===== src/hdl/pm_cap_params.svh =====
// Purpose: Offsets, field positions, reset values for the PM / message-IRQ block
// Assumes: 32-bit word registers on the Avalon-MM slave
// Notes:   Included by the design module only
`ifndef PM_CAP_PARAMS_SVH
`define PM_CAP_PARAMS_SVH

// ------------------------------------------------------------
// Register offsets (byte addresses)
// ------------------------------------------------------------
`define OFS_PM_CAP        8'h80
`define OFS_PM_CSR        8'h84
`define OFS_MSG_CTRL      8'h8C
`define OFS_MSG_ADDR      8'h90
`define OFS_MSG_DATA      8'h94
`define OFS_PRELOAD_CAP   8'hC0
`define OFS_PRELOAD_MISC  8'hC4
`define OFS_IRQ_STATUS    8'hC8
`define OFS_IRQ_MASK      8'hCC

// ------------------------------------------------------------
// Constants and reset values
// ------------------------------------------------------------
`define PM_CAP_ID         8'h01
`define PM_NEXT_RST       8'h8C
`define PM_REVISION       3'h3
`define PM_DSI_RST        1'h0
`define PM_AUX_RST        3'h7
`define PM_D1_RST         1'h1
`define PM_D2_RST         1'h1
`define PM_EVT_SUP_RST    5'h1F
`define PM_NO_SOFT_RST    1'h1
`define MSG_CAP_ID        8'h05
`define MSG_NEXT_RST      8'hE0

// ------------------------------------------------------------
// Field positions
// ------------------------------------------------------------
`define CSR_STATE_LSB     0
`define CSR_NSR_BIT       3
`define CSR_EVT_EN_BIT    8
`define CSR_DSEL_LSB      9
`define CSR_EVT_STS_BIT   15
`define MCTL_EN_BIT       16
`define MCTL_MME_LSB      20

`endif


===== src/hdl/pm_cap_pkg.sv =====
// Purpose: Types for the PM / message-IRQ register block
// Assumes: Nothing beyond the params header
// Notes:   Constants live in pm_cap_params.svh
package pm_cap_pkg;

    // Power state encoding
    typedef enum logic [1:0] {
        PS_D0     = 2'h0,
        PS_D1     = 2'h1,
        PS_D2     = 2'h2,
        PS_D3HOT  = 2'h3
    } power_state_t;

    // Preloadable defaults of the capability words
    typedef struct packed {
        logic [7:0] pm_next;
        logic       dev_init;
        logic [2:0] aux_current;
        logic       d1_support;
        logic       d2_support;
        logic [4:0] evt_support;
        logic       no_soft_reset;
        logic [7:0] msg_next;
    } cap_defaults_t;

    // Avalon-MM request bundle
    typedef struct packed {
        logic        read;
        logic        write;
        logic [7:0]  address;
        logic [31:0] writedata;
        logic [3:0]  byteenable;
    } avmm_req_t;

    // Read and write sequencing state of the bus slave
    typedef enum logic [0:0] {
        BUS_IDLE,
        BUS_ACK
    } bus_state_t;

endpackage


===== src/hdl/pm_cap_regs.sv =====
// Purpose: PM capability and inert message-IRQ capability, Avalon-MM slave
// Assumes: One clock, asynchronous active-low reset
// Notes:   Defaults preloaded by the sideband load port or bus registers
//
// Functional notes
// [RULE1] PM header reads ID 01h in low byte, next pointer in byte 1.
// [RULE2] PM next pointer resets to 8Ch.
// [RULE3] PM revision bits 18:16 read constant 011b.
// [RULE4] Event clock, B2/B3 and bus power control bits read zero.
// [RULE5] Device specific init bit 21 defaults to zero.
// [RULE6] Aux current bits 24:22 default 111b.
// [RULE7] D1 and D2 support bits default to one.
// [RULE8] Event support bits 31:27 default 11111b.
// [RULE9] Capability defaults overwritable at init by serial load or preload.
// [RULE10] Power state field 1:0 writable, resets to D0.
// [RULE11] D3hot to D0 write causes hot reset pulse.
// [RULE12] Skip-internal-reset defaults one; clear gives internal reset.
// [RULE13] Event enable bit 8 writable, reset 0, gates event messages.
// [RULE14] Event status bit 15 write-one-clear; reads 0 on enhanced function.
// [RULE15] Message capability ID reads 05h.
// [RULE16] Message next pointer resets to E0h.
// [RULE17] Message enable and count writable; capable fields zero; no messages.
// [RULE18] Message address 31:2 and data 16 bits stored, reset zero.
// [RULE19] Host clears pending status by writing one.
//
// Our own choice: register access over Avalon-MM.
`timescale 1ns/1ps
`include "pm_cap_params.svh"

module pm_cap_regs #(
    parameter bit ENHANCED_FN = 1'b0
) (
    input  wire logic                      clk_i,
    input  wire logic                      reset_n_i,
    input  wire pm_cap_pkg::avmm_req_t     avm_req_i,
    output logic [31:0]                    avm_readdata_o,
    output logic                           avm_waitrequest_o,
    output logic [1:0]                     avm_response_o,
    input  wire logic                      preload_valid_i,
    input  wire pm_cap_pkg::cap_defaults_t preload_data_i,
    input  wire logic                      pm_event_i,
    output logic                           power_event_message_o,
    output logic                           hot_reset_o,
    output logic                           internal_reset_o,
    output logic [1:0]                     power_state_o,
    output logic                           irq_o
);
    import pm_cap_pkg::*;

    // ------------------------------------------------------------
    // State
    // ------------------------------------------------------------
    cap_defaults_t dflt_q;
    power_state_t  pstate_q;
    logic          evt_en_q;
    logic [3:0]    dsel_q;
    logic          evt_sts_q;
    logic          msg_en_q;
    logic [2:0]    msg_mme_q;
    logic [29:0]   msg_addr_q;
    logic [15:0]   msg_data_q;
    logic [2:0]    irq_sts_q;
    logic [2:0]    irq_mask_q;
    logic          hot_reset_q;
    logic          int_reset_q;
    logic          pme_q;
    bus_state_t    bus_q;
    logic [31:0]   rdata_q;
    logic [1:0]    resp_q;
    logic          wr_go;
    logic          rd_go;
    logic          d3_exit;
    logic          mapped;
    logic [31:0]   rd_mux;
    logic [31:0]   wmask;

    // ------------------------------------------------------------
    // Bus slave: one wait cycle, answer at second edge
    // ------------------------------------------------------------
    // Request is acted on only in the answer cycle, so a held request
    // is taken exactly once.
    assign wr_go = (bus_q == BUS_ACK) && avm_req_i.write;
    assign rd_go = (bus_q == BUS_ACK) && avm_req_i.read;
    assign wmask = {{8{avm_req_i.byteenable[3]}}, {8{avm_req_i.byteenable[2]}},
                    {8{avm_req_i.byteenable[1]}}, {8{avm_req_i.byteenable[0]}}};

    always_ff @(posedge clk_i or negedge reset_n_i) begin
        if (!reset_n_i) begin
            bus_q <= BUS_IDLE;
        end else begin
            case (bus_q)
                BUS_IDLE: if (avm_req_i.read || avm_req_i.write) bus_q <= BUS_ACK;
                BUS_ACK:  bus_q <= BUS_IDLE;
                default:  bus_q <= BUS_IDLE;
            endcase
        end
    end

    assign avm_waitrequest_o = !(bus_q == BUS_ACK);

    // Address decode
    always_comb begin
        mapped = 1'b1;
        rd_mux = 32'h0000_0000;
        case (avm_req_i.address)
            `OFS_PM_CAP: rd_mux = {dflt_q.evt_support, dflt_q.d2_support, // [RULE8] [RULE7]
                                   dflt_q.d1_support, dflt_q.aux_current,  // [RULE6]
                                   dflt_q.dev_init, 1'b0, 1'b0,            // [RULE5] [RULE4]
                                   `PM_REVISION,                           // [RULE3]
                                   dflt_q.pm_next, `PM_CAP_ID};            // [RULE1] [RULE2]
            `OFS_PM_CSR: rd_mux = {8'h00, 2'b00, 6'h00,                    // [RULE4]
                                   (ENHANCED_FN ? 1'b0 : evt_sts_q),       // [RULE14]
                                   2'b00, dsel_q, evt_en_q, 4'h0,
                                   dflt_q.no_soft_reset, 1'b0, pstate_q};  // [RULE12] [RULE10]
            `OFS_MSG_CTRL: rd_mux = {8'h00, 1'b0, msg_mme_q, 3'h0, msg_en_q, // [RULE17]
                                     dflt_q.msg_next, `MSG_CAP_ID};          // [RULE15] [RULE16]
            `OFS_MSG_ADDR: rd_mux = {msg_addr_q, 2'b00};                   // [RULE18]
            `OFS_MSG_DATA: rd_mux = {16'h0000, msg_data_q};                // [RULE18]
            `OFS_PRELOAD_CAP: rd_mux = {8'h00, dflt_q.pm_next, dflt_q.evt_support,
                                        dflt_q.d2_support, dflt_q.d1_support,
                                        dflt_q.aux_current, dflt_q.dev_init, 5'h00};
            `OFS_PRELOAD_MISC: rd_mux = {23'h0, dflt_q.no_soft_reset, dflt_q.msg_next};
            `OFS_IRQ_STATUS: rd_mux = {29'h0, irq_sts_q};
            `OFS_IRQ_MASK: rd_mux = {29'h0, irq_mask_q};
            default: mapped = 1'b0;
        endcase
    end

    // Read data and response registered at the first edge, entering the answer cycle
    always_ff @(posedge clk_i or negedge reset_n_i) begin
        if (!reset_n_i) begin
            rdata_q <= 32'h0000_0000;
            resp_q  <= 2'h0;
        end else if (bus_q == BUS_IDLE && (avm_req_i.read || avm_req_i.write)) begin
            rdata_q <= avm_req_i.read ? rd_mux : 32'h0000_0000;
            resp_q  <= mapped ? 2'h0 : 2'h2;
        end
    end

    assign avm_readdata_o = rdata_q;
    assign avm_response_o = resp_q;

    // ------------------------------------------------------------
    // Capability defaults: preload port, then bus preload registers
    // ------------------------------------------------------------
    always_ff @(posedge clk_i or negedge reset_n_i) begin
        if (!reset_n_i) begin
            dflt_q.pm_next       <= `PM_NEXT_RST;   // [RULE2]
            dflt_q.dev_init      <= `PM_DSI_RST;    // [RULE5]
            dflt_q.aux_current   <= `PM_AUX_RST;    // [RULE6]
            dflt_q.d1_support    <= `PM_D1_RST;     // [RULE7]
            dflt_q.d2_support    <= `PM_D2_RST;     // [RULE7]
            dflt_q.evt_support   <= `PM_EVT_SUP_RST; // [RULE8]
            dflt_q.no_soft_reset <= `PM_NO_SOFT_RST; // [RULE12]
            dflt_q.msg_next      <= `MSG_NEXT_RST;  // [RULE16]
        end else if (preload_valid_i) begin
            dflt_q <= preload_data_i;               // [RULE9]
        end else if (wr_go && avm_req_i.address == `OFS_PRELOAD_CAP) begin
            dflt_q.pm_next     <= avm_req_i.writedata[23:16]; // [RULE9]
            dflt_q.evt_support <= avm_req_i.writedata[15:11];
            dflt_q.d2_support  <= avm_req_i.writedata[10];
            dflt_q.d1_support  <= avm_req_i.writedata[9];
            dflt_q.aux_current <= avm_req_i.writedata[8:6];
            dflt_q.dev_init    <= avm_req_i.writedata[5];
        end else if (wr_go && avm_req_i.address == `OFS_PRELOAD_MISC) begin
            dflt_q.no_soft_reset <= avm_req_i.writedata[8]; // [RULE9]
            dflt_q.msg_next      <= avm_req_i.writedata[7:0];
        end
    end

    // ------------------------------------------------------------
    // Power control / status
    // ------------------------------------------------------------
    assign d3_exit = wr_go && avm_req_i.address == `OFS_PM_CSR && avm_req_i.byteenable[0]
                     && pstate_q == PS_D3HOT && avm_req_i.writedata[1:0] == PS_D0;

    always_ff @(posedge clk_i or negedge reset_n_i) begin
        if (!reset_n_i) begin
            pstate_q <= PS_D0;          // [RULE10]
            evt_en_q <= 1'b0;           // [RULE13]
            dsel_q   <= 4'h0;
        end else if (wr_go && avm_req_i.address == `OFS_PM_CSR) begin
            if (avm_req_i.byteenable[0]) begin
                pstate_q <= power_state_t'(avm_req_i.writedata[1:0]); // [RULE10]
            end
            if (avm_req_i.byteenable[1]) begin
                evt_en_q <= avm_req_i.writedata[`CSR_EVT_EN_BIT];     // [RULE13]
                dsel_q   <= avm_req_i.writedata[12:9];
            end
        end
    end

    // Event status: a new event wins over a same-cycle clear
    always_ff @(posedge clk_i or negedge reset_n_i) begin
        if (!reset_n_i) begin
            evt_sts_q <= 1'b0;
        end else if (pm_event_i && !ENHANCED_FN) begin
            evt_sts_q <= 1'b1;          // [RULE14]
        end else if (wr_go && avm_req_i.address == `OFS_PM_CSR && avm_req_i.byteenable[1]
                     && avm_req_i.writedata[`CSR_EVT_STS_BIT]) begin
            evt_sts_q <= 1'b0;          // [RULE14] [RULE19]
        end
    end

    // Event message only while enabled; high one cycle after each cycle the event input is high
    always_ff @(posedge clk_i or negedge reset_n_i) begin
        if (!reset_n_i) begin
            pme_q <= 1'b0;
        end else begin
            pme_q <= pm_event_i && evt_en_q && !ENHANCED_FN; // [RULE13]
        end
    end
    assign power_event_message_o = pme_q;

    // Reset pulses on D3hot to D0 exit
    always_ff @(posedge clk_i or negedge reset_n_i) begin
        if (!reset_n_i) begin
            hot_reset_q <= 1'b0;
            int_reset_q <= 1'b0;
        end else begin
            hot_reset_q <= d3_exit;                          // [RULE11]
            int_reset_q <= d3_exit && !dflt_q.no_soft_reset; // [RULE12]
        end
    end
    assign hot_reset_o      = hot_reset_q;
    assign internal_reset_o = int_reset_q;
    assign power_state_o    = pstate_q;

    // ------------------------------------------------------------
    // Inert message-interrupt registers: stored, never used
    // ------------------------------------------------------------
    always_ff @(posedge clk_i or negedge reset_n_i) begin
        if (!reset_n_i) begin
            msg_en_q   <= 1'b0;         // [RULE17]
            msg_mme_q  <= 3'h0;
            msg_addr_q <= 30'h0000_0000; // [RULE18]
            msg_data_q <= 16'h0000;
        end else if (wr_go) begin
            if (avm_req_i.address == `OFS_MSG_CTRL && avm_req_i.byteenable[2]) begin
                msg_en_q  <= avm_req_i.writedata[`MCTL_EN_BIT];  // [RULE17]
                msg_mme_q <= avm_req_i.writedata[22:20];
            end
            if (avm_req_i.address == `OFS_MSG_ADDR) begin
                msg_addr_q <= (avm_req_i.writedata[31:2] & wmask[31:2]) // [RULE18]
                              | (msg_addr_q & ~wmask[31:2]);
            end
            if (avm_req_i.address == `OFS_MSG_DATA) begin
                msg_data_q <= (avm_req_i.writedata[15:0] & wmask[15:0])
                              | (msg_data_q & ~wmask[15:0]);
            end
        end
    end

    // ------------------------------------------------------------
    // Interrupts: bit0 event, bit1 hot reset, bit2 internal reset
    // ------------------------------------------------------------
    // Set beats a same-cycle read-to-clear; an event in the read's wait cycle is cleared unread.
    always_ff @(posedge clk_i or negedge reset_n_i) begin
        if (!reset_n_i) begin
            irq_sts_q  <= 3'h0;
            irq_mask_q <= 3'h0;
        end else begin
            irq_sts_q <= ((rd_go && avm_req_i.address == `OFS_IRQ_STATUS) ? 3'h0 : irq_sts_q)
                         | {int_reset_q, hot_reset_q, pm_event_i};
            if (wr_go && avm_req_i.address == `OFS_IRQ_MASK) begin
                irq_mask_q <= avm_req_i.writedata[2:0];
            end
        end
    end
    assign irq_o = |(irq_sts_q & irq_mask_q);
endmodule


===== config.mk =====
export PLATFORM = sky130hd
export DESIGN_NAME = pm_cap_regs
export DESIGN_NICKNAME = d
export VERILOG_FILES = /design/src/hdl/pm_cap_pkg.sv /design/src/hdl/pm_cap_regs.sv
export VERILOG_INCLUDE_DIRS = /design/src /design/src/hdl
export SDC_FILE = /design/constraint.sdc
export NUM_CORES = 1
export LEC_CHECK = 0
export ABC_AREA = 1
export BUFFER_PORTS_ARGS = -buffer_cell sky130_fd_sc_hd__buf_2
export CORE_MARGIN = 4
export CORE_UTILIZATION = 50
export CTS_CLUSTER_DIAMETER = 100
export CTS_CLUSTER_SIZE = 8
export DETAILED_ROUTE_END_ITERATION = 8
export GPL_TIMING_DRIVEN = 0
export PLACE_DENSITY = 0.76
export SETUP_SLACK_MARGIN = 0.3
export SYNTH_ARGS = -nofsm -noshare
export SYNTH_HDL_FRONTEND = slang
export SYNTH_SLANG_ARGS = --single-unit

===== constraint.sdc =====
create_clock -name clk_i -period 1.4 [get_ports clk_i]
set_input_delay 0.21 -clock clk_i [delete_from_list [all_inputs] [get_ports clk_i]]
set_output_delay 0.21 -clock clk_i [all_outputs]
set_load 0.05 [all_outputs]

After elaboration in Yosys (flattened, before gate mapping). Cells that the tools add are included.

Equal/unequal tests: 11. Mux-type cells: 13. Bitwise logic cells: 11. Reductions and logical operators: 31.

Operators by type and width (count): $pmux 32 s9 (1); $eq 8x8->1 const B (9); $and 30x30->30 (2); $and 16x16->16 (2); $mux 32 (1); $not 30->30 (1); $or 30x30->30 (1); $mux 28 (1); $mux 19 (1); $mux 9 (2); $logic_and 1x1->1 (16); $not 16->16 (1); $or 16x16->16 (1); $reduce_and 2->1 (6); $reduce_or 9->1 (1); $reduce_bool 2->1 (3); $mux 1 (4); $and 3x3->3 (1); $mux 3 (1); $or 3x3->3 (1); $reduce_or 3->1 (1); $eq 2x2->1 const B (1); $logic_not 1->1 (2); $logic_not 2->1 (1); other kinds (5) (5).

Register bits after elaboration: 130. Output and inout port bits: 41.

Longest topological paths before layout. Gate-level depths: netlist of run 1.

Depth in word-level cells: 6. Gate-level depth with buffers: 12.

Worst setup path before layout of run 1. Ideal clock, no wire load.

Path type: reg2reg. From: register bus_q. To: register rdata_q[10], in the netlist avm_readdata_o[10]. Library setup time: 0.118 ns. Data arrival time: 1.320 ns. Data required time: 1.282 ns. Setup slack: -0.038 ns. Stages on the path, launching flop included: 6. Period minus slack after synthesis: 1.438 ns. Path through: dfrtp_1 -> inv_1 -> o21ai_1 -> clkbuf_1 -> nand2_1 -> nand2_1.

Cells in the longest elaborated chain, start to end: 2.

RTL lines: start, declared (RTL line pm_cap_regs.sv:67) `bus_state_t bus_q;`; start signal, assigned (RTL line pm_cap_regs.sv:89) `bus_q <= BUS_IDLE;`; start signal, assigned (RTL line pm_cap_regs.sv:92) `BUS_IDLE: if (avm_req_i.read || avm_req_i.write) bus_q <= BUS_ACK;`; start signal, assigned (RTL line pm_cap_regs.sv:93) `BUS_ACK: bus_q <= BUS_IDLE;`; $not 1->1 (RTL line pm_cap_regs.sv:134) `end else if (bus_q == BUS_IDLE && (avm_req_i.read || avm_req_i.write)) begin`; $logic_and 1x1->1 (RTL line pm_cap_regs.sv:134); end signal, assigned (RTL line pm_cap_regs.sv:135) `rdata_q <= avm_req_i.read ? rd_mux : 32'h0000_0000;`; end, declared (RTL line pm_cap_regs.sv:68) `logic [31:0] rdata_q;`.

No other way between the ends. A chain may end at the register's enable or synchronous reset.

Worst setup path after layout of run 1.
From: input avm_req_i[37] in the netlist's numbering. To: register rdata_q[15], in the netlist avm_readdata_o[15].

Cells in the longest elaborated chain, start to end: 3.

RTL lines: start, declared (RTL line pm_cap_regs.sv:35) `input wire pm_cap_pkg::avmm_req_t avm_req_i,`; $eq 8x8->1 (RTL line pm_cap_regs.sv:105) `case (avm_req_i.address)`; $pmux 32 s9 (*) (RTL line pm_cap_regs.sv:105); $mux 32 (*) (RTL line pm_cap_regs.sv:135).

Mark *: on every way between the ends. The rest lies on a longest branch, timed or not.

==> results of run 1 <==
path summary, 6_finish.rpt:
path / from / to / slack, ns / cells after the start
setup / recovery: avm_req_i[37] / avm_readdata_o[15] / -0.08 / 12
hold / removal: reset_n_i / async pin / -0.25 / 1
min in group clk_i: avm_req_i[24] / register / 0 / 3
setup reg to reg: bus_q / register / -0.03 / 7
max in group asynchronous: reset_n_i / dflt_q[27] / 0.85 / 2
hold reg to reg: dflt_q[23] / dflt_q[23] / 0.50 / 2
cell families after synthesis:
family,Yosys count
AND/OR/NAND/NOR,454
AO/OA/AOI/OAI,105
other,1
flip-flops,129
buffers and inverters,120
repair_timing:
action | in CTS | in global routing
gates resized for setup | 227 | 205
buffers inserted | 48 | 27
pin swaps | 15 | 40
gates cloned | 10 | 3
endpoints found under the setup margin | 164 | 165
hold endpoints to repair | 56 | 56
stage by stage:
step | worst slack (ns) | hold slack [ns]
final | -0.0844 | -0.251
after global placement | -1.81 | 0.415
after floorplan | 0.129 | -0.0856
after detailed placement | -0.420 | 0.216
after global routing | -0.0745 | -0.208
after CTS | 0.0474 | -0.223
power groups by stage:
stage	combinational (µW)	sequential (µW)	clock, µW
finish	1080	4040	4880
global route	1140	4040	4970
CTS	897	4000	4710
detailed placement	711	4050	0
global placement	692	4040	0
floorplan	356	4020	0
placed cells by master (no fill, tap or decap), drive strengths merged:
| cell | n |
|---|---|
| dfstp | 17 |
| clkinvlp | 3 |
| nand3 | 66 |
| nor3 | 2 |
| dfrtp | 112 |
| clkinv | 8 |
| buf | 225 |
| conb | 1 |
| nor4 | 1 |
| nor2 | 45 |
| bufinv | 4 |
| o22ai | 3 |
| o211ai | 19 |
| inv | 87 |
| a21oi | 8 |
| o21bai | 2 |
| clkbuf | 30 |
| nand2 | 334 |
| o21ai | 73 |
| nand4 | 6 |
layout make-up:
cell class,count,area share
Multi-Input combinational cell,560,0.344
Inverter,89,0.0440
Buffer,31,0.0312
Clock buffer,19,0.0440
Tap cell,168,0.0209
Sequential cell,129,0.323
Timing Repair Buffer,205,0.174
Clock inverter,13,0.0184
layer usage:
metal / up-vias / global-route usage / part of all wire
met2: 790 / 0.491 / 0.44
met4: 0 / 0.143 / 0.081
li1: 3007 / - / -
met1: 3564 / 0.418 / 0.34
met5: - / 0 / 0
met3: 278 / 0.0790 / 0.14
critical path: stages:
cell	delay [ns]
sky130_fd_sc_hd__buf_2	0.16
sky130_fd_sc_hd__inv_16	0.07
sky130_fd_sc_hd__nand2_8	0.07
sky130_fd_sc_hd__nor2_1	0.22
sky130_fd_sc_hd__nand2_2	0.24
sky130_fd_sc_hd__nand2_2	0.17
sky130_fd_sc_hd__nor2_2	0.08
sky130_fd_sc_hd__a21oi_4	0.15
sky130_fd_sc_hd__buf_12	0.16
sky130_fd_sc_hd__buf_8	0.14
sky130_fd_sc_hd__nand2_2	0.05
sky130_fd_sc_hd__nand2_1	0.09
==> results.txt, run 1 <==
For the pin with the worst max-slew slack, the measured transition is 0.748 ns. The simple-gate share of the synthesized area was 0.308; the clock-pin slew on the worst setup and hold paths was 0.06 ns. STA classifies the critical path endpoint as a register. Counting tap cells, the placed design contains a total of 1094 instances.

Counting along the longest clock path gives a buffer depth of 2. The number of inserted filler cells in the final layout was 610. The logs give 0 for the yosys synthesis warning count and 40 for the row count. The final critical-path setup slack was -0.0844 ns. The initial core utilization is 0.518, and the placeable core region is 12200 µm².

Class of the tightest hold or removal check: input port to async pin. Yosys instantiated no cell more often than sky130_fd_sc_hd__nand2_1. The die covers 14500 µm².

In the final routed layout, each cell accounts on average for 23.5 µm. Total power for the finished layout comes to 9990 µW. For this run, the leading register cell type out of synthesis is sky130_fd_sc_hd__dfrtp_1. The all-layer global routing usage came out at 0.315.

The library cell occupying the most area in the post-synthesis netlist is sky130_fd_sc_hd__dfrtp_1. For the clock share of power, the log shows 0.488. After detailed routing, the total wire length is 28500 µm. In the final layout, the multi-input gates occupy 3470 µm². The post-layout instance count excluding filler cells was 1214; the share of synthesized flip-flops with an asynchronous set or reset was 1.00. The checks that failed: hold timing, setup timing. Across the whole layout, storage elements account for 3250 µm². Complex-gate fraction of the synthesized area: 0.0941. The final critical-path share of the clock period is 1.06, and the wire length of the first global-routing pass is 35000 µm. The commonest cells after synthesis are sky130_fd_sc_hd__nand2_1 (322), sky130_fd_sc_hd__dfrtp_1 (112), sky130_fd_sc_hd__inv_1 (82). After detailed routing, the number of vias per cell comes to 6.29. The final setup TNS was -0.965 ns. The category of the most critical setup path was input port to register. The diode insertion count for antenna repair is 0.

Based on the critical path, the design can be clocked at up to 0.674 GHz. The combinational share of power came out at 0.108. The switching share of power was 0.268. The mean instance size in the synthesized netlist was 7.79 µm². Mux contribution to synthesized area: 0.

After synthesis, the largest family of logic cells by area is simple AND/OR/NAND/NOR gates. The placed wire-length estimate after detailed placement was 13800 µm; the floorplan die height was 120 µm. The proportion of layout cells with a drive suffix above 1 was 0.481; the share of power burned in registers was 0.404.

The run gives 2680 µW as the net switching power of the design. The core occupancy in the finished layout was 0.828; the boundary pin count was 119. The count of flip-flops with a built-in enable after synthesis is 0, and the number of remaining DRC errors is 0. For this run, the post-layout net count is 1111. Compared with the post-synthesis result, the final layout area differs by 59.8%.

The number of violations of the max-capacitance limit was 0. The routed layout has 7639 vias. For this design the static power due to leakage is 0.00517 µW.

For the cell-internal power, the log shows 7320 µW. TritonCTS built the clock tree. Buffers placed on the I/O ports in this run total 116. Across the VDD grid, the largest voltage drop is 0.888 mV.

The tools report the total overflow reported by the global router as 0. The finished cells cover 10100 µm². The final hold violation count was 58.

STA classifies the critical path startpoint as an input port. For the data required time at the worst endpoint, the log shows 1.75 ns. The number of global-route vias before repair is 6577. Minimum hold slack: -0.251 ns. The total count of max-transition violations in the final report came out at 0.

The worst path needs 1.48 ns of the cycle, external delays included. TritonCTS created 17 clock buffers. After synthesis, the cell types taking the most area are sky130_fd_sc_hd__dfrtp_1 (44%), sky130_fd_sc_hd__nand2_1 (19%), sky130_fd_sc_hd__dfstp_2 (7.1%).

The CTS sink count came out at 129. The synthesized netlist occupies a cell area of 6300 µm². CTS built an H-tree with a depth of 4. Setup violations remaining at the end of the flow were counted as 42. The first TritonRoute pass finished after 9 iterations. The tree is rooted in a sky130_fd_sc_hd__clkbuf_16.

Register area share after synthesis: 0.515. The placed instances occupy a cell area of 7320 µm². The synthesized netlist contains 29 unique library cells.

In this run the remaining antenna-violating nets after routing total 0. The run gives 809 as the post-synthesis instance total. The adder-cell share of the synthesized area was 0. Setup repair after global routing could not meet its margin everywhere. The relative max-transition margin is 0.501. Entering global routing, the biggest net connects 74 pins. The run finished, with violations left. The detailed router finished its first iteration with 1063 violations. Along the worst path, the maximum fanout reaches 7. For the synthesized net count, the log shows 887.

The register bit count reported by yosys was 129; the number of antenna violations at the first check in global routing was 0. The clock reaches the later pin of the worst-skew pair after 0.43 ns. The congestion estimate from routability-driven global placement came to 0.969. The total power per unit cell area is 992 nW/µm², and the xor/xnor cell area share of the yosys netlist is 0. The tools report the worst clock skew as 0.00958 ns. The area share of the largest cell type after synthesis works out to 0.445. The die extent in x is 120 µm, and the worst endpoint data arrival time is 1.84 ns.
Note: power is estimated with default switching activity, not from simulation.
==> inputs of run 2 (changes only) <==
- ABC_AREA: 1 -> default
==> run 2 against run 1 <==
The run ends with DRC, setup timing left. Combinational power up 23%. Clock skew about the same. Count of clock-buffer cells in the layout up 4. Non-clock buffer count up 16. Cell count down 21%. Sequential power down 1%. Register-to-register slack worse by 0.23 ns. Critical path type is now register to register. Largest cell class unchanged.
==> results.txt, run 2 <==
Routed via count divided by cell count: 6.54. Data on the critical path arrives at its endpoint at 1.95 ns. The critical path goes through buf_8 > buf_12 > nand2_8 > nor3_4 > buf_6 > buf_12 > buf_16 > mux2i_1 > o21ai_1. Placed wire-length estimate after detailed placement: 14000 µm. Setup repair after global routing could not meet its margin everywhere. The checks that failed: DRC, setup timing. The critical path is of the register to register type. The most critical setup path has its startpoint at bus_q. In this run the remaining antenna-violating nets after routing total 0.

The sort of element at the end of the critical path is a register. The final critical-path share of the clock period works out to 1.18. The tools report the number of global-route vias before repair as 6295.

Pin count of the biggest net entering global routing: 86. In this run the worst path has a maximum fanout of 5. The total count of max-transition violations in the final report is 0. The floorplan step defined a die boundary enclosing 14500 µm².

Most frequent cell on the critical path: sky130_fd_sc_hd__buf_12. After synthesis, the cell types taking the most area are sky130_fd_sc_hd__dfrtp_1 (44%), sky130_fd_sc_hd__mux2_2 (12%), sky130_fd_sc_hd__dfstp_2 (7.1%). The tools report the final hold violation count as 0. The measured slew at the worst slew-check pin works out to 0.783 ns. The H-tree depth reported by CTS is 4, and the placer's final routability congestion estimate is 0.962. The final routed wire length divided by cell count is 27.5 µm. The final critical path time including I/O delays and setup is 1.66 ns, and the length of the first detailed-routing pass in iterations is 8. The wire length of the first global-routing pass was 37700 µm; the share of synthesized flip-flops with an asynchronous set or reset was 1.00. CTS saw 129 sinks. In the final design database the tool counted 854 nets. In the post-synthesis netlist, the cell with the most instances is sky130_fd_sc_hd__dfrtp_1.

The die extent in x is 120 µm. Summing every instance area after synthesis gives 6320 µm². The number of antenna violations at the first check in global routing was 0. TritonCTS built the clock tree. The flow ran to the end, but the final reports show violations. The tools report the startpoint of the most critical hold path as avm_req_i[33].

After the first detailed-routing iteration, the DRC count stood at 843. For this block, the via count after detailed routing is 6254. Setup violations remaining at the end of the flow were counted as 124.

Clock-pin slew on the worst setup and hold paths: 0.06 ns. The worst ir drop on vdd came out at 0.814 mV. The floorplan die height works out to 120 µm.

Compared with the post-synthesis result, the final layout area differs by 60.0%. The proportion of layout cells with a drive suffix above 1 came out at 0.546. The largest individual stage delay along the critical path comes from the cell sky130_fd_sc_hd__dfrtp_1.

Synthesized net count: 614. The floorplan has 40 rows. The initial core utilization is 0.518, and the port buffer count is 116.

The tools report the clock root buffer as sky130_fd_sc_hd__clkbuf_16. The wire length after detailed routing came out at 26300 µm. The worst hold path belongs to the class input port to register. In this run the deepest clock path goes through 2 buffers. Grouping stages by cell kind, the critical path spends the most delay in buffers and inverters. The analysis attributes to cell leakage a power of 0.00460 µW. In this run the power density over the cells is 1000 nW/µm².

During I/O placement, the number of pins put on the boundary was 119. The synthesized design spends more area on one cell type than any other, namely sky130_fd_sc_hd__dfrtp_1. Counting both buffers and inverters, the worst setup path holds a total of 5.

The commonest cells after synthesis are sky130_fd_sc_hd__dfrtp_1 (112), sky130_fd_sc_hd__mux2_2 (66), sky130_fd_sc_hd__nand2_1 (60). For the relative max-transition margin, the log shows 0.478. The tools report the minimum setup slack after placement as -0.695 ns. Counting flops and latches in the post-synthesis netlist gives 129.

The run gives 0.352 as the all-layer global routing usage. The placeable core region was 12200 µm². Among all flip-flop cells after synthesis, the most frequent one is sky130_fd_sc_hd__dfrtp_1. The data required time at the worst endpoint came out at 1.70 ns. The critical path's largest stage delay came out at 0.39 ns.

The top cell types in the final layout, fill and taps aside, are sky130_fd_sc_hd__dfrtp_1 (112), sky130_fd_sc_hd__buf_6 (75), sky130_fd_sc_hd__buf_2 (74). Synthesis instantiated 64 different standard cells from the library. After routing the design area is 10100 µm².

After detailed placement, the total cell area comes to 7510 µm². The area share of the largest cell type after synthesis is 0.443, and the diode insertion count for antenna repair is 0. Counting flops with a built-in enable in the synthesized netlist gives 0. The number of buffers created by CTS was 17. The clock reaches the later pin of the worst-skew pair after 0.44 ns.

In this run the critical register-to-register path is launched from bus_q. The post-layout total power was 10100 µW. The tools report the number of remaining DRC errors as 1. Leaving out fill and tap cells, the most frequent cell in the layout is sky130_fd_sc_hd__dfrtp_1. Critical path startpoint category: a register. The mean instance size in the synthesized netlist is 11.8 µm², and the number of violations of the max-capacitance limit is 0.

The logs give 536 for the post-synthesis instance total and 0.00991 ns for the worst clock skew. The register area share after synthesis is 0.514, and the final critical-path setup slack is -0.258 ns. Timing would allow up to 0.603 GHz. The yosys synthesis warning count was 0. Summed over all layers, the global routing overflow is 0.
run 2: cell count changes in the layout (fill, tap and decap cells not counted), moves of 15 or more:
cell,delta
sky130_fd_sc_hd__o21ai_2,-20
sky130_fd_sc_hd__mux2_4,+62
sky130_fd_sc_hd__nor2_1,-25
sky130_fd_sc_hd__dlygate4sd3_1,+17
sky130_fd_sc_hd__nand3_1,-49
sky130_fd_sc_hd__a22o_1,+15
sky130_fd_sc_hd__nand2_1,-157
sky130_fd_sc_hd__mux2i_1,+22
sky130_fd_sc_hd__a22oi_1,+21
sky130_fd_sc_hd__o211ai_1,-19
sky130_fd_sc_hd__nand2_2,-71
sky130_fd_sc_hd__nand2_4,-38
sky130_fd_sc_hd__inv_1,-68
run 2: cell families after synthesis:
family	Yosys count	synth area share
simple gates	141	0.139
compound gates	135	0.157
mux	92	0.159
flops	129	0.514
buf+inv	38	0.0309
other cells	1	0.000593
run 2: final cells by class:
cell class | count | area [µm²]
Multi-Input combinational cell | 370 | 3610
Buffer | 32 | 343
Inverter | 6 | 25.0
Tap cell | 168 | 210
Timing Repair Buffer | 220 | 2050
Clock inverter | 9 | 154
Fill cell | 588 | 2100
Sequential cell | 129 | 3250
Clock buffer | 23 | 478
run 2: final timing paths:
path	to	slack, ns	cells past startpoint
setup / recovery	dflt_q[19]	-0.26	9
min in group asynchronous	avm_readdata_o[12]	0.29	2
setup reg to reg	dflt_q[19]	-0.26	9
hold / removal	register	0.01	2
max in group asynchronous	dflt_q[13]	0.44	3
hold reg to reg	evt_sts_q	0.50	1
run 2: timing repair:
item / in CTS / in global routing
setup endpoints to repair: 168 / 251
cloned: 8 / 1
buffers inserted: 64 / 14
hold buffers: 16 / 1
pin swaps: 32 / 13
hold endpoints to repair: 58 / 1
resized for setup: 218 / 43
run 2: metal layers:
metal  vias to the layer above  wire [µm]  global-route usage  share of wire
li1                       2507          -                   -              -
met4                         0       1630               0.203          0.062
met1                      3135       9450               0.437           0.36
met3                       135       2800              0.0945           0.11
met2                       477      12400               0.554           0.47
met5                         -          0                   0              0
run 2: where the power goes:
group / switching, µW / total [µW] / internal, µW
sequential: 128 / 4000 / 3870
combinational: 729 / 1330 / 599
clock: 1700 / 4810 / 3120
run 2: per-stage QoR:
stage / util / TNS, ns / hold slack [ns] / instances
after floorplan: - / -17.20 / -0.0856 / 536
final: 0.828 / -17.13 / 0.0103 / 957
after global routing: 0.828 / -20.73 / 0.00557 / 957
after CTS: 0.802 / -11.48 / 0.000994 / 941
after detailed placement: 0.615 / -63.50 / 0.164 / 821
after global placement: 0.612 / -243.61 / 0.419 / 820
==> inputs of run 3 (changes only) <==
--- a/config.mk
+++ b/config.mk
@@ -9,3 +9,2 @@
 export BUFFER_PORTS_ARGS = -buffer_cell sky130_fd_sc_hd__buf_2
-export CORE_MARGIN = 4
 export CORE_UTILIZATION = 50
@@ -17,2 +16,3 @@
 export SETUP_SLACK_MARGIN = 0.3
+export SKIP_CTS_REPAIR_TIMING = 1
 export SYNTH_ARGS = -nofsm -noshare
--- a/constraint.sdc
+++ b/constraint.sdc
@@ -3,2 +3,2 @@
 set_output_delay 0.21 -clock clk_i [all_outputs]
-set_load 0.05 [all_outputs]
+set_load 0.1 [all_outputs]
==> run 3 against run 2 <==
Largest cell class unchanged. Sequential power barely moved. Cell count fell by 3.3%. Routed wire length fell by 4.0%. Flip-flop and latch count did not move. Register-to-register slack got worse by 0.02 ns. Highest routed layer unchanged. The flow finishes with violations (hold timing, setup timing). Count of clock-buffer cells in the layout did not move. Die area fell by 9.7%.
==> results.txt, run 3 (synthesized netlist as in run 2, its figures left out) <==
The flow ran to the end, but the final reports show violations. The checks that failed: hold timing, setup timing. The data required time at the worst endpoint was 1.19 ns. In this design, the largest share of critical-path delay is due to flip-flops. The final critical-path share of the clock period is 1.25. The clock root buffer is sky130_fd_sc_hd__clkbuf_16. Class of the tightest hold or removal check: input port to async pin. The placer's final routability congestion estimate was 0.902. The floorplan die height was 114 µm.

The tools report the number of remaining DRC errors as 0. For this design the static power due to leakage is 0.00446 µW. The initial core utilization came out at 0.520. Setup total negative slack on the finished layout was measured at -15.74 ns. The commonest non-fill, non-tap cell in the layout is sky130_fd_sc_hd__dfrtp_1.

For the number of antenna violations at the first check in global routing, the log shows 0. Power spread over the standard cell area amounts to 988 nW/µm². Tracing the worst setup path back leads to its startpoint at irq_mask_q[1]. Clock skew on the completed layout was measured at 0.00896 ns. The die covers 13100 µm². In this run the remaining antenna-violating nets after routing total 0.

The post-layout total power is 9990 µW, and the critical path's largest stage delay is 0.42 ns. At the end of the flow, the number of nets in the layout was 822. The total overflow reported by the global router was 0.

Category of the most critical setup path: register to output pin. The tools report the worst endpoint data arrival time as 1.53 ns. The run gives 119 as the boundary pin count. For the CTS sink count, the log shows 129. The core occupancy in the finished layout is 0.831, and the total number of vias is 6100. After layout, the minimum clock period comes to 1.74 ns. The top cell types in the final layout, fill and taps aside, are sky130_fd_sc_hd__dfrtp_1 (74), sky130_fd_sc_hd__buf_2 (72), sky130_fd_sc_hd__mux2_4 (62).

Across the VDD grid, the largest voltage drop is 0.613 mV. After floorplanning, the core was divided into 40 placement rows. Relative max-transition margin: 0.507. The measured slew at the worst slew-check pin is 0.739 ns, and the maximum number of buffers from clock root to sink is 2. STA classifies the critical path endpoint as an output pin. The die is 114 µm wide. For the minimum setup slack after placement, the log shows -0.697 ns. The synthesis-to-layout area growth was 59.9%. Entering global routing, the biggest net connects 86 pins. The critical path goes through a222oi_1 > inv_2 > buf_8. The critical path startpoint category was a register. Clock latency on the worst-skew pair, taken at its later pin, is 0.43 ns. Across the run, the number of max-cap violations was 0.

TritonCTS built the clock tree. The maximum fanout encountered on the critical timing path works out to 3. The tools report the number of global-route vias before repair as 5257. The H-tree depth reported by CTS was 4. Among all stages on the critical path, the largest delay is contributed by sky130_fd_sc_hd__dfrtp_1.

In this run the critical register-to-register path is launched from bus_q. The placeable core region is 12200 µm², and the buffering stage count on the worst path with inverters included is 2. The final hold violation count is 45.

After the first detailed-routing iteration, the DRC count stood at 690. The run gives 25200 µm as the wire length after detailed routing. After clock tree synthesis, the clock-pin slew on the worst setup and hold paths is 0.06 ns.

Derived from the worst setup path, the maximum achievable clock frequency is 0.573 GHz. 0 antenna diodes ended up in the layout. The tools report the all-layer global routing usage as 0.312.

The final critical-path setup slack is -0.344 ns. The logs give 13600 µm for the placed wire-length estimate after detailed placement and 17 for the number of buffers created by CTS. During placement, the flow inserted port buffers numbering 116. The routed via count divided by cell count works out to 6.59. The total setup violations reported at the end of the flow is 118. The logs give -0.299 ns for the minimum hold slack and 0 for the total count of max-transition violations in the final report. Setup repair after global routing could not meet its margin everywhere. For the wire length of the first global-routing pass, the log shows 29800 µm.

The final routed wire length divided by cell count was 27.3 µm. Length of the first detailed-routing pass in iterations: 5. The proportion of layout cells with a drive suffix above 1 was 0.602.
run 3: cell count changes in the layout (fill, tap and decap cells not counted), sizes merged:
cell,before,now
buf,219,203
clkinv,3,5
dlygate4sd3,17,1
bufinv,4,3
inv,6,4
clkinvlp,2,3
run 3: final timing paths:
kind                                endpoint  slack [ns]  cells after the start
worst max register to register  msg_mme_q[0]       -0.28                      7
min in group clk_i                dflt_q[27]       -0.01                      3
worst min-delay path               evt_sts_q       -0.30                      1
max in group asynchronous          dflt_q[6]        0.90                      2
worst max-delay path                   irq_o       -0.34                      3
worst min register to register  irq_sts_q[2]        0.50                      1
run 3: power breakdown:
group	switching (µW)	internal [µW]	total (µW)
clock	1670	2980	4650
sequential	125	3880	4000
combinational	770	570	1340
total	2560	7430	9990
run 3: metrics by stage:
step	instance area (µm²)	std cells	hold WS, ns
after global routing	10100	925	-0.272
after CTS	8180	853	-0.278
after floorplan	6730	536	-0.0856
after detailed placement	7560	821	0.165
after global placement	7520	820	0.420
final	10100	925	-0.299
run 3: per-layer routing:
layer	vias to the layer above	GRT usage	routed length [µm]
met5	-	0	0
met2	482	0.469	11900
met3	122	0.0688	2560
met4	0	0.152	1330
met1	3050	0.431	9450
li1	2446	-	-
run 3: layout make-up:
type / count / area (µm²)
Timing Repair Buffer: 188 / 2030
Inverter: 6 / 31.3
Fill cell: 569 / 2050
Sequential cell: 129 / 3300
Buffer: 32 / 339
Clock inverter: 9 / 129
Clock buffer: 23 / 488
Tap cell: 168 / 210
Multi-Input combinational cell: 370 / 3580
